--- src/pmc_defs.svh ---
// constants of the power saving mode controller
// Operation
// - after any reset run from oscillator clock
// - slow_mode_select bit enables or disables slow
// - slow divides system clock by 32
// - wait while slow keeps divided clock
// - wait stops cpu, peripherals keep running
// - entering wait clears interrupt mask bit
// - wait ends on interrupt or reset vector
// - servicing pushes flags, sets mask until pop
// - halt enters active halt when timers enable
// - active halt wakes on rtc, autoreload, reset
// - reset exit waits 256 cycles, irq immediate
// - entering active halt clears interrupt mask
// - active halt runs oscillator and timer only
// - watchdog halt option cleared means no reset
// - otherwise halt instruction enters plain halt
// - halt exit restarts oscillator, waits 256
// - entering halt forces interrupt mask zero
// - halt switches oscillator and clocks off
// - option bit selects watchdog reset on halt
// - pll clock only after startup delay; the code waits only on exits through stabilisation (halt, or active halt by reset), in run pll_clk_ok follows pll_enable
// - opcode 0x8E decodes as halt
`ifndef PMC_DEFS_SVH
`define PMC_DEFS_SVH
`define PMC_OFS_MAIN_CLK 12'h000
`define PMC_OFS_TMR_CFG 12'h004
`define PMC_OFS_OPTION 12'h008
`define PMC_OFS_STATUS 12'h00C
`define PMC_HALT_OPCODE 8'h8E
`define PMC_SLOW_DIV 32
`define PMC_DIV_W 5
`define PMC_DIV_LAST 5'h1F
`define PMC_STAB_CYC 256
`define PMC_CNT_W 12
`define PMC_CLK_NS 20
`define PMC_PLL_STARTUP_NS 1000
`define PMC_PLL_CYC ((`PMC_PLL_STARTUP_NS + `PMC_CLK_NS - 1) / `PMC_CLK_NS)
`define PMC_RST_MAIN_CLK 1'b0
`define PMC_RST_TMR_CFG 4'h0
`define PMC_RST_OPTION 2'h0
`endif

--- src/pmc_pkg.sv ---
// types of the power saving mode controller
package pmc_pkg;
   typedef enum logic [2:0] {
      PMC_RUN,
      PMC_WAIT,
      PMC_AHALT,
      PMC_HALT,
      PMC_STAB,
      PMC_PLL
   } pmc_mode_e;
   // timer bits that steer the halt choice
   typedef struct packed {
      logic counter_clock_sel1;
      logic counter_clock_sel0;
      logic overflow_irq_enable;
      logic timebase_irq_enable;
   } pmc_tcfg_s;
   // option byte bits
   typedef struct packed {
      logic pll_enable;
      logic watchdog_halt_option;
   } pmc_opt_s;
endpackage

--- src/pmc_top.sv ---
// power saving mode sequencer with apb register slave
//
// The address map and the APB register port were decided locally.
`timescale 1ns/100ps
`include "pmc_defs.svh"
module pmc_top
   import pmc_pkg::*;
#(
   parameter logic [7:0] WFI_OPCODE = 8'h01,
   parameter int PLL_CYC = `PMC_PLL_CYC
) (
   // clock and reset
   input wire logic mclk,
   input wire logic arst_n,
   // apb slave
   input wire logic psel,
   input wire logic penable,
   input wire logic pwrite,
   input wire logic [11:0] paddr,
   input wire logic [31:0] pwdata,
   output logic [31:0] prdata,
   output logic pready,
   output logic pslverr,
   // cpu instruction stream and flags stack
   input wire logic instr_valid,
   input wire logic [7:0] instr_op,
   input wire logic ccr_pop,
   // wake sources
   input wire logic irq_any,
   input wire logic irq_rtc,
   input wire logic irq_at,
   input wire logic irq_halt_wake,
   input wire logic wake_rst_pin_n,
   input wire logic wdg_active,
   // clock enables and controls
   output logic cpu_clk_en,
   output logic per_clk_en,
   output logic lt_clk_en,
   output logic at_clk_en,
   output logic osc_on,
   output logic pll_clk_ok,
   output logic cpu_stopped,
   // cpu sequencing
   output logic irq_mask,
   output logic ccr_push,
   output logic svc_irq,
   output logic fetch_rst_vec,
   output logic wdg_rst,
   output logic [2:0] mode
);

   ////////////////////////////////////////////////////////////
   // declarations
   logic rp_s1_ff, rp_s2_ff, rp_s3_ff, rp_filt_ff, rp_old_ff;
   logic rst_evt;
   logic slow_sel_ff;
   pmc_tcfg_s tcfg_ff;
   pmc_opt_s opt_ff;
   logic slow_act_ff;
   logic [`PMC_DIV_W-1:0] div_ff;
   logic tick32, sys_tick;
   pmc_mode_e mode_ff, nxt_mode;
   logic by_rst_ff, nxt_by_rst;
   logic [`PMC_CNT_W-1:0] cnt_ff;
   logic stab_done, pll_done;
   logic go_svc, go_rst, go_wdg, go_low;
   logic is_halt, is_wfi, ah_en;
   logic apb_setup, apb_done;
   logic sel_main, sel_tcfg, sel_opt, sel_stat, sel_ok;
   logic [31:0] rd_val;
   logic cpu_clk_en_ff, per_clk_en_ff, lt_clk_en_ff, at_clk_en_ff;
   logic osc_on_ff, pll_ok_ff, cpu_stop_ff;
   logic i_bit_ff, push_ff, svc_ff, rvec_ff, wdg_ff;
   logic [31:0] prdata_ff;
   logic pready_ff, pslverr_ff;

   ////////////////////////////////////////////////////////////
   // wake reset pin: three stage synchroniser, then agreement filter
   always_ff @(posedge mclk or negedge arst_n) begin
      if (!arst_n) begin
         rp_s1_ff <= 1'b1;
         rp_s2_ff <= 1'b1;
         rp_s3_ff <= 1'b1;
      end else begin
         rp_s1_ff <= wake_rst_pin_n;
         rp_s2_ff <= rp_s1_ff;
         rp_s3_ff <= rp_s2_ff;
      end
   end

   // a level counts only once stages two and three agree
   always_ff @(posedge mclk or negedge arst_n) begin
      if (!arst_n) begin
         rp_filt_ff <= 1'b1;
         rp_old_ff <= 1'b1;
      end else begin
         if (rp_s2_ff == rp_s3_ff) begin
            rp_filt_ff <= rp_s2_ff;
         end
         rp_old_ff <= rp_filt_ff;
      end
   end

   // falling edge of the filtered pin is one reset request
   assign rst_evt = rp_old_ff & ~rp_filt_ff;

   ////////////////////////////////////////////////////////////
   // clock divider and glitch free slow switch
   // divider freezes while the oscillator is off
   always_ff @(posedge mclk or negedge arst_n) begin
      if (!arst_n) begin
         div_ff <= '0;
      end else if (mode_ff != PMC_HALT) begin
         div_ff <= div_ff + `PMC_DIV_W'(1);
      end
   end

   assign tick32 = (div_ff == `PMC_DIV_LAST);

   // the selection is only adopted at the divider wrap, so no
   // enable pulse is ever shortened or doubled by a switch
   always_ff @(posedge mclk or negedge arst_n) begin
      if (!arst_n) begin
         slow_act_ff <= 1'b0;
      end else if (tick32) begin
         slow_act_ff <= slow_sel_ff;
      end
   end

   assign sys_tick = slow_act_ff ? tick32 : 1'b1;

   ////////////////////////////////////////////////////////////
   // instruction decode and halt flavour
   assign is_halt = instr_valid & (instr_op == `PMC_HALT_OPCODE);
   assign is_wfi = instr_valid & (instr_op == WFI_OPCODE);
   assign ah_en = tcfg_ff.timebase_irq_enable |
                  (tcfg_ff.overflow_irq_enable & ~tcfg_ff.counter_clock_sel1 &
                   tcfg_ff.counter_clock_sel0);

   assign stab_done = sys_tick & (cnt_ff == `PMC_CNT_W'(`PMC_STAB_CYC - 1));
   assign pll_done = (cnt_ff == `PMC_CNT_W'(PLL_CYC - 1));

   ////////////////////////////////////////////////////////////
   // mode transitions; reset request outranks interrupts
   always_comb begin
      nxt_mode = mode_ff;
      nxt_by_rst = by_rst_ff;
      go_svc = 1'b0;
      go_rst = 1'b0;
      go_wdg = 1'b0;
      go_low = 1'b0;
      unique case (mode_ff)
         PMC_RUN: begin
            if (rst_evt) begin
               go_rst = 1'b1;
            end else if (is_halt) begin
               if (wdg_active & opt_ff.watchdog_halt_option) begin
                  go_wdg = 1'b1;
               end else if (ah_en) begin
                  nxt_mode = PMC_AHALT;
                  go_low = 1'b1;
               end else begin
                  nxt_mode = PMC_HALT;
                  go_low = 1'b1;
               end
            end else if (is_wfi) begin
               nxt_mode = PMC_WAIT;
               go_low = 1'b1;
            end
         end
         PMC_WAIT: begin
            if (rst_evt) begin
               nxt_mode = PMC_RUN;
               go_rst = 1'b1;
            end else if (irq_any) begin
               nxt_mode = PMC_RUN;
               go_svc = 1'b1;
            end
         end
         PMC_AHALT: begin
            if (rst_evt) begin
               nxt_mode = PMC_STAB;
               nxt_by_rst = 1'b1;
            end else if (irq_rtc | irq_at) begin
               nxt_mode = PMC_RUN;
               go_svc = 1'b1;
            end
         end
         PMC_HALT: begin
            if (rst_evt) begin
               nxt_mode = PMC_STAB;
               nxt_by_rst = 1'b1;
            end else if (irq_halt_wake) begin
               nxt_mode = PMC_STAB;
               nxt_by_rst = 1'b0;
            end
         end
         PMC_STAB: begin
            if (stab_done) begin
               if (opt_ff.pll_enable) begin
                  nxt_mode = PMC_PLL;
               end else begin
                  nxt_mode = PMC_RUN;
                  go_rst = by_rst_ff;
                  go_svc = ~by_rst_ff;
               end
            end
         end
         PMC_PLL: begin
            if (pll_done) begin
               nxt_mode = PMC_RUN;
               go_rst = by_rst_ff;
               go_svc = ~by_rst_ff;
            end
         end
         default: begin
            nxt_mode = PMC_RUN;
         end
      endcase
   end

   // mode register
   always_ff @(posedge mclk or negedge arst_n) begin
      if (!arst_n) begin
         mode_ff <= PMC_RUN;
         by_rst_ff <= 1'b0;
      end else begin
         mode_ff <= nxt_mode;
         by_rst_ff <= nxt_by_rst;
      end
   end

   // delay counter, cleared on every mode change
   // stabilisation counts cpu cycles, pll startup counts mclk
   always_ff @(posedge mclk or negedge arst_n) begin
      if (!arst_n) begin
         cnt_ff <= '0;
      end else if (nxt_mode != mode_ff) begin
         cnt_ff <= '0;
      end else if (mode_ff == PMC_PLL) begin
         cnt_ff <= cnt_ff + `PMC_CNT_W'(1);
      end else if (mode_ff == PMC_STAB && sys_tick) begin
         cnt_ff <= cnt_ff + `PMC_CNT_W'(1);
      end
   end

   ////////////////////////////////////////////////////////////
   // clock enables per mode
   always_ff @(posedge mclk or negedge arst_n) begin
      if (!arst_n) begin
         cpu_clk_en_ff <= 1'b0;
         per_clk_en_ff <= 1'b0;
         cpu_stop_ff <= 1'b0;
      end else begin
         cpu_clk_en_ff <= sys_tick & (nxt_mode == PMC_RUN);
         per_clk_en_ff <= sys_tick & (nxt_mode == PMC_RUN ||
                                      nxt_mode == PMC_WAIT);
         cpu_stop_ff <= (nxt_mode != PMC_RUN);
      end
   end

   // lite timer stays at osc/32 in run and wait, off in halt; in active halt only
   // the timer picked by the enable condition keeps counting
   always_ff @(posedge mclk or negedge arst_n) begin
      if (!arst_n) begin
         lt_clk_en_ff <= 1'b0;
         at_clk_en_ff <= 1'b0;
      end else begin
         unique case (nxt_mode)
            PMC_RUN, PMC_WAIT: begin
               lt_clk_en_ff <= tick32;
               at_clk_en_ff <= sys_tick;
            end
            PMC_AHALT: begin
               lt_clk_en_ff <= tick32 & tcfg_ff.timebase_irq_enable;
               at_clk_en_ff <= ~tcfg_ff.timebase_irq_enable;
            end
            default: begin
               lt_clk_en_ff <= 1'b0;
               at_clk_en_ff <= 1'b0;
            end
         endcase
      end
   end

   // oscillator off only in halt; pll usable whenever enabled outside halt, stabilisation and pll startup
   always_ff @(posedge mclk or negedge arst_n) begin
      if (!arst_n) begin
         osc_on_ff <= 1'b1;
         pll_ok_ff <= 1'b0;
      end else begin
         osc_on_ff <= (nxt_mode != PMC_HALT);
         pll_ok_ff <= opt_ff.pll_enable & (nxt_mode != PMC_HALT) &
                      (nxt_mode != PMC_STAB) & (nxt_mode != PMC_PLL);
      end
   end

   ////////////////////////////////////////////////////////////
   // interrupt mask: set on service wins over a pop clear
   always_ff @(posedge mclk or negedge arst_n) begin
      if (!arst_n) begin
         i_bit_ff <= 1'b1;
      end else if (go_svc) begin
         i_bit_ff <= 1'b1;
      end else if (go_low) begin
         i_bit_ff <= 1'b0;
      end else if (ccr_pop) begin
         i_bit_ff <= 1'b0;
      end
   end

   // one cycle sequencing pulses
   always_ff @(posedge mclk or negedge arst_n) begin
      if (!arst_n) begin
         push_ff <= 1'b0;
         svc_ff <= 1'b0;
         rvec_ff <= 1'b0;
         wdg_ff <= 1'b0;
      end else begin
         push_ff <= go_svc;
         svc_ff <= go_svc;
         rvec_ff <= go_rst;
         wdg_ff <= go_wdg;
      end
   end

   ////////////////////////////////////////////////////////////
   // apb slave: one wait state, answer registered
   assign apb_setup = psel & penable & ~pready_ff;
   assign apb_done = psel & penable & pready_ff;
   assign sel_main = (paddr == `PMC_OFS_MAIN_CLK);
   assign sel_tcfg = (paddr == `PMC_OFS_TMR_CFG);
   assign sel_opt = (paddr == `PMC_OFS_OPTION);
   assign sel_stat = (paddr == `PMC_OFS_STATUS);
   assign sel_ok = sel_main | sel_tcfg | sel_opt | sel_stat;

   // read mux
   always_comb begin
      rd_val = 32'h0000_0000;
      if (sel_main) begin
         rd_val = {30'h0000_0000, slow_act_ff, slow_sel_ff};
      end else if (sel_tcfg) begin
         rd_val = {28'h000_0000, tcfg_ff};
      end else if (sel_opt) begin
         rd_val = {30'h0000_0000, opt_ff};
      end else if (sel_stat) begin
         rd_val = {26'h000_0000, pll_ok_ff, osc_on_ff, i_bit_ff, mode_ff};
      end
   end

   // handshake and read data
   always_ff @(posedge mclk or negedge arst_n) begin
      if (!arst_n) begin
         pready_ff <= 1'b0;
         pslverr_ff <= 1'b0;
         prdata_ff <= 32'h0000_0000;
      end else begin
         pready_ff <= apb_setup;
         pslverr_ff <= apb_setup & ~sel_ok;
         if (apb_setup && !pwrite) begin
            prdata_ff <= rd_val;
         end
      end
   end

   // writable registers take effect at the completing edge
   always_ff @(posedge mclk or negedge arst_n) begin
      if (!arst_n) begin
         slow_sel_ff <= `PMC_RST_MAIN_CLK;
         tcfg_ff <= `PMC_RST_TMR_CFG;
         opt_ff <= `PMC_RST_OPTION;
      end else if (apb_done && pwrite) begin
         if (sel_main) begin
            slow_sel_ff <= pwdata[0];
         end
         if (sel_tcfg) begin
            tcfg_ff <= pwdata[3:0];
         end
         if (sel_opt) begin
            opt_ff <= pwdata[1:0];
         end
      end
   end

   ////////////////////////////////////////////////////////////
   // outputs
   assign prdata = prdata_ff;
   assign pready = pready_ff;
   assign pslverr = pslverr_ff;
   assign cpu_clk_en = cpu_clk_en_ff;
   assign per_clk_en = per_clk_en_ff;
   assign lt_clk_en = lt_clk_en_ff;
   assign at_clk_en = at_clk_en_ff;
   assign osc_on = osc_on_ff;
   assign pll_clk_ok = pll_ok_ff;
   assign cpu_stopped = cpu_stop_ff;
   assign irq_mask = i_bit_ff;
   assign ccr_push = push_ff;
   assign svc_irq = svc_ff;
   assign fetch_rst_vec = rvec_ff;
   assign wdg_rst = wdg_ff;
   assign mode = mode_ff;

endmodule

--- config.mk ---
export PLATFORM = sky130hd
export DESIGN_NAME = pmc_top
export DESIGN_NICKNAME = d
export VERILOG_FILES = /design/src/pmc_pkg.sv /design/src/pmc_top.sv
export VERILOG_INCLUDE_DIRS = /design/src /design/src/src
export SDC_FILE = /design/constraint.sdc
export NUM_CORES = 1
export LEC_CHECK = 0
export BUFFER_PORTS_ARGS = -buffer_cell sky130_fd_sc_hd__buf_2
export CORE_UTILIZATION = 30
export CTS_CLUSTER_DIAMETER = 120
export DETAILED_ROUTE_END_ITERATION = 16
export RECOVER_POWER = 25
export SLEW_MARGIN = 20
export SYNTH_ARGS = -nofsm -noshare
export SYNTH_HDL_FRONTEND = slang
export SYNTH_SLANG_ARGS = --single-unit
export TNS_END_PERCENT = 50
--- constraint.sdc ---
create_clock -name mclk -period 5.1 [get_ports mclk]
set_input_delay 0.51 -clock mclk [delete_from_list [all_inputs] [get_ports mclk]]
set_output_delay 0.51 -clock mclk [all_outputs]
set_load 0.02 [all_outputs]
**After elaboration in Yosys (flattened, before gate mapping)**

Index checks and enable logic that the tools add are counted.

- RAM bits: 0
- Output and inout port bits: 49
- Bits in latches: 0
- Memories: 0
- Memory bits (read-only): 0
- Logic and storage cells: 156
- Register bits: 79

- Reductions and logical operators: 18
- Equal/unequal tests: 23
- Shift-type cells: 0
- $lt $le $gt $ge: 0
- Multipliers: 0
- Bitwise gates (word level): 28
- Div/mod/pow operators: 0
- Add/sub/neg operators: 2
- Multiplexer cells: 54

Operators by type and width:

| kind | count |
|---|---|
| $mux 3 | 13 |
| $mux 12 | 3 |
| $mux 1 | 28 |
| $eq 12x4->1 const B | 2 |
| $mux 6 | 4 |
| $pmux 3 s6 | 1 |
| $and 1x1->1 | 17 |
| $add 12x1->12 const B | 1 |
| $eq 12x3->1 const B | 1 |
| $eq 12x6->1 const B | 1 |
| $eq 12x8->1 const B | 1 |
| $logic_not 12->1 | 1 |
| $eq 3x2->1 const B | 3 |
| $ne 3x3->1 const B | 3 |
| $reduce_bool 3->1 | 3 |
| $eq 8x1->1 const B | 1 |
| $eq 8x8->1 const B | 1 |
| $eq 3x1->1 const B | 2 |
| $eq 3x3->1 const B | 2 |
| $logic_not 3->1 | 2 |
| $ne 3x2->1 const B | 2 |
| $not 1->1 | 6 |
| $pmux 1 s2 | 3 |
| $reduce_and 2->1 | 3 |
| 14 further kinds | 21 |

**Depth between registers and ports, before layout**

- Word-level depth: 13
- Gate-level depth with buffers: 9

**Worst setup path after synthesis**

No wires, ideal clock.

- Path type: reg-to-reg
- Start point: reg div_ff[0]
- End point: reg cpu_stop_ff, in the netlist cpu_stopped
- Setup time: 0.131 ns
- Arrival: 1.976 ns
- Cell stages (with the launch flop): 9
- Required time: 4.969 ns
- Buffers on the path: 0
- Path slack: 2.993 ns
- Clock period less this slack: 2.107 ns
- Cell sequence: dfrtp_1 ha_1 and3_1 ha_1 nor2b_1 nor4b_1 o21ai_1 a21o_1 or3_1

- Word-level cells in the longest chain between the ends: 6

RTL lines:

| element | RTL line | RTL |
|---|---|---|
| from (decl) | pmc_top.sv:60 | `` logic [`PMC_DIV_W-1:0] div_ff; `` |
| from (signal assigned) | pmc_top.sv:114 | `` div_ff <= div_ff + `PMC_DIV_W'(1); `` |
| $eq 5x5->1 (no line) | n/a |  |
| $mux 1 | pmc_top.sv:130 | `assign sys_tick = slow_act_ff ? tick32 : 1'b1;` |
| $and 1x1->1 | pmc_top.sv:140 | `` assign stab_done = sys_tick & (cnt_ff == `PMC_CNT_W'(`PMC_STAB_CYC - 1)); `` |
| $mux 3 | pmc_top.sv:199 | `if (stab_done) begin` |
| $pmux 3 s6 | pmc_top.sv:152 | `unique case (mode_ff)` |
| net nxt_mode[2] | pmc_top.sv:62 | `pmc_mode_e mode_ff, nxt_mode;` |
| $reduce_bool 3->1 | pmc_top.sv:258 | `cpu_stop_ff <= (nxt_mode != PMC_RUN);` |
| to (signal assigned) | pmc_top.sv:258 |  |
| to (decl) | pmc_top.sv:72 | `logic osc_on_ff, pll_ok_ff, cpu_stop_ff;` |

The timed path passes the listed nets, and every way through them passes these cells.
A chain may end at the register's enable or synchronous reset.

**Worst setup path after layout**

- Start point: reg div_ff[0]
- End point: reg cnt_ff[1]

- Word-level cells in the longest chain between the ends: 7
- Elaborated cells on any way between the ends: 9

RTL lines:

| element | RTL line | RTL |
|---|---|---|
| $eq 5x5->1 (no line) (*) | n/a |  |
| $mux 1 (*) | pmc_top.sv:130 |  |
| $and 1x1->1 | pmc_top.sv:140 |  |
| $mux 3 | pmc_top.sv:199 |  |
| $pmux 3 s6 | pmc_top.sv:152 |  |
| $ne 3x3->1 | pmc_top.sv:238 | `end else if (nxt_mode != mode_ff) begin` |
| $reduce_bool 3->1 (no line) or $mux 12 (tied branches) | n/a |  |
| to (signal assigned) | pmc_top.sv:241 | `` cnt_ff <= cnt_ff + `PMC_CNT_W'(1); `` |
| to (signal assigned) | pmc_top.sv:243 | `` cnt_ff <= cnt_ff + `PMC_CNT_W'(1); `` |
| to (decl) | pmc_top.sv:64 | `` logic [`PMC_CNT_W-1:0] cnt_ff; `` |

Every way passes the cells marked *; elsewhere a longest branch is shown, timed or not.

==> metrics.yaml <==
status: "finished, violations left"
violations: "max-capacitance violations, max-slew violations"
worstSkewPairLatency_ns: 0.30
crit_type: "flip-flop to flip-flop"
seqPwrFrac_pct: 47.7
power_density_nw_per_um2: 326.8
ios: 114
switching_power_mw: 0.3467
nets: 396
grt_pass1_vias: 1986
die_w_um: 99.30
fillers: 933
overflow: 0
synth_seq_cells: 53
tritoncts: "built"
multiInputGateArea_sq_um: 1328
holdPathStages: 1
num_vias: 2069
clk_pin_slew_worst_paths_ns: 0.10
core_region_area_sq_um: 9196
clock_sink_count: 53
cp-start-kind: "flip-flop"
share_comb_of_total_power_pct: 24.4
rsz0062_at_grt: "false"
syn_area_sq_um: 2840
num_rows: 35
reg2reg_from: "div_ff[0]"
clk_path_buf_depth: 2
cts_root_buf: "clkbuf_8"
worstPathMaxFanout: 12
max_slew_margin_pct: -88.17
cts_hold_buf: 0
drt_iter0_markers: 109
hold_violations: 0
antenna_cells: 0
wl_per_cell_um: 12.87
post-route-util_pct: 35.47
grt_max_degree: 54
ant_nets: 0
post_cts_buffers: 0
power.leakage_nw: 1.505
worstReg2RegEnd: "cnt_ff[1]"
hold_end: "rp_s1_ff"
hold_path.class: "input port to flip-flop"
avgSynthCellArea_sq_um: 10.60
die_area_sq_um: 9860
arrival_ns: 2.97
cts_made_buffers: 5
initial_utilization_pct: 30.88
synthFlopType: "dfrtp_1"
sw_frac_of_total_pct: 32.52
drt_first_pass_iters: 4
grt_usage_pct: 12.04
drv_cap: 1
ys_types: 58
async_flop_share_pct: 100.0
p_int_mw: 0.7194
synth-seq-area-share_pct: 47.00
tightest_slew_ns: 2.823
min_period_ns: 2.836
rr_worst_depth: 8
min_period_over_period_pct: 55.60
synth_edf_count: 0
drc_errors: 0
grt_pass1_wl_mm: 9.425
area_growth_pct: 14.85
setup_viol: 0
skew_ns: 0.009666
hold_start: "wake_rst_pin_n"
seq_area_sq_um: 1335
antenna_found_initial: 0
slew_violations: 54
ys_warn_count: 0
reg2reg_setup_slack_ns: 2.26
htreeDepth: 2
gp_congestion: 0.7711
dp_hpwl_mm: 4.308
fmax_mhz: 352.7
cp.required_ns: 5.23
cts_resized: 0
io_buffers: 59
finalWirelength_mm: 5.651
netlist_instances: 268
end_kind: "flip-flop"
ir_worst_vdd_mv: 0.1167
viasPerCell: 4.713
tns_ns: 0
drive_gt1_share_pct: 29.88
p_clk_share_pct: 27.9
fp.dieH_um: 99.30
[worst max path at each step]
stage                          from     endpoint  slack [ns]
after detailed placement  div_ff[0]    cnt_ff[1]        2.30
final                     div_ff[0]    cnt_ff[1]        2.26
after global routing         arst_n      wdg_rst        1.61
after global placement    div_ff[0]    cnt_ff[1]        2.33
after floorplan           div_ff[0]  cpu_stopped        2.99
after CTS                 div_ff[0]    cnt_ff[1]        2.30
[registers in the layout, indices dropped and copies added, names as in the netlist, 2 cells and up]
register and flops:
div_ff 5, cnt_ff 12, prdata 6, mode 3, tcfg_ff 4, opt_ff 2
[power by group through the flow]
| stage | Combinational (mW) | Clock, mW | Sequential (mW) |
|---|---|---|---|
| 3_5_place_dp | 0.263 | 0 | 0.518 |
| 5_1_grt | 0.289 | 0.330 | 0.518 |
| 4_1_cts | 0.264 | 0.309 | 0.510 |
| 6_report | 0.260 | 0.297 | 0.509 |
| 2_1_floorplan | 0.194 | 0 | 0.524 |
| 3_3_place_gp | 0.260 | 0 | 0.517 |
[layer usage]
| metal | wire, um | share of wire [%] | track usage, % |
|---|---|---|---|
| met5 | 0 | 0 | 0 |
| met4 | 36 | 0.64 | 2.715 |
| met3 | 240 | 4.2 | 2.530 |
| met2 | 2761 | 49 | 20.25 |
| met1 | 2613 | 46 | 15.94 |
[synth_stat cells (3+ instances only)]
cell / n / area share (%)
inv_1: 10 / 1.3
nor4_1: 6 / 1.3
nor2b_1: 5 / 1.1
nor4_2: 3 / 1.3
dfrtp_1: 46 / 41
o21ai_0: 9 / 1.6
dfstp_2: 7 / 6.5
mux2_2: 8 / 3.2
o211ai_1: 3 / 0.79
xnor2_1: 6 / 1.9
and3_1: 3 / 0.66
buf_4: 28 / 7.4
nand4_1: 5 / 1.1
nor2_1: 12 / 1.6
nand2b_1: 6 / 1.3
ha_1: 4 / 1.8
xor2_1: 7 / 2.2
nand2_1: 22 / 2.9
nand3_1: 8 / 1.4
clkbuf_1: 4 / 0.53
nor3_1: 16 / 2.8
[critical path, cell delays in order, from the launching register on]
cell	delay, ns
dfrtp_1	0.39
ha_1	0.17
and3_1	0.16
ha_1	0.23
nor2b_1	0.10
nor4b_1	0.43
o21ai_1	0.16
o211ai_1	0.84
a2111oi_0	0.18
[per-stage QoR]
stage	std cells	setup slack (ns)	hold WS, ns	total power, mW	cell area, sq um
2_1_floorplan	293	2.993	0.2144	0.7183	2934
3_5_place_dp	431	2.300	0.3492	0.7808	3146
4_1_cts	439	2.300	0.2820	1.083	3266
5_1_grt	439	1.612	0.2749	1.137	3262
6_report	439	2.264	0.2934	1.066	3262
3_3_place_gp	431	2.326	0.3461	0.7767	3146
[placed cells by master, fill, tap and decap left out, types with 2 or more instances in the layout]
cell type,n
buf_2,59
dfrtp_1,46
conb_1,26
nand2_1,22
nor3_1,16
nor2_1,12
inv_1,10
o21ai_0,9
nand3_1,8
mux2_2,8
xor2_1,7
nand2b_1,6
nor4_1,6
xnor2_1,6
clkbuf_8,6
nor2b_1,5
nand4_1,5
dfstp_2,5
ha_1,4
and3_1,3
nor4_2,3
o211ai_1,3
or4_4,2
o21ai_1,2
and2_1,2
nand4b_1,2
a31oi_1,2
a21oi_1,2
a21o_1,2
or3_1,2
o22ai_1,2
and4_1,2
a32o_1,2
a22o_1,2
mux4_2,2
dfstp_1,2
[cell families after synthesis]
group                      share of synthesized area (%)
and+or+nand+nor                                    21.98
adders and majority gates                          2.115
other                                             0.1320
DFF                                                47.00
muxes                                              5.595
AOI/OAI and AO/OA                                  9.604
buffers and inverters                              9.559
xor gates and xnor gates                           4.009
[cell type report]
| type | count | share of cell area (%) |
|---|---|---|
| Sequential cell | 53 | 40.93 |
| Multi-Input combinational cell | 196 | 40.70 |
| Timing Repair Buffer | 60 | 9.168 |
| Tap cell | 111 | 4.258 |
| Clock buffer | 6 | 2.532 |
| Inverter | 11 | 1.266 |
| Clock inverter | 2 | 1.151 |
No activity file was read; power rests on OpenSTA's default activity.
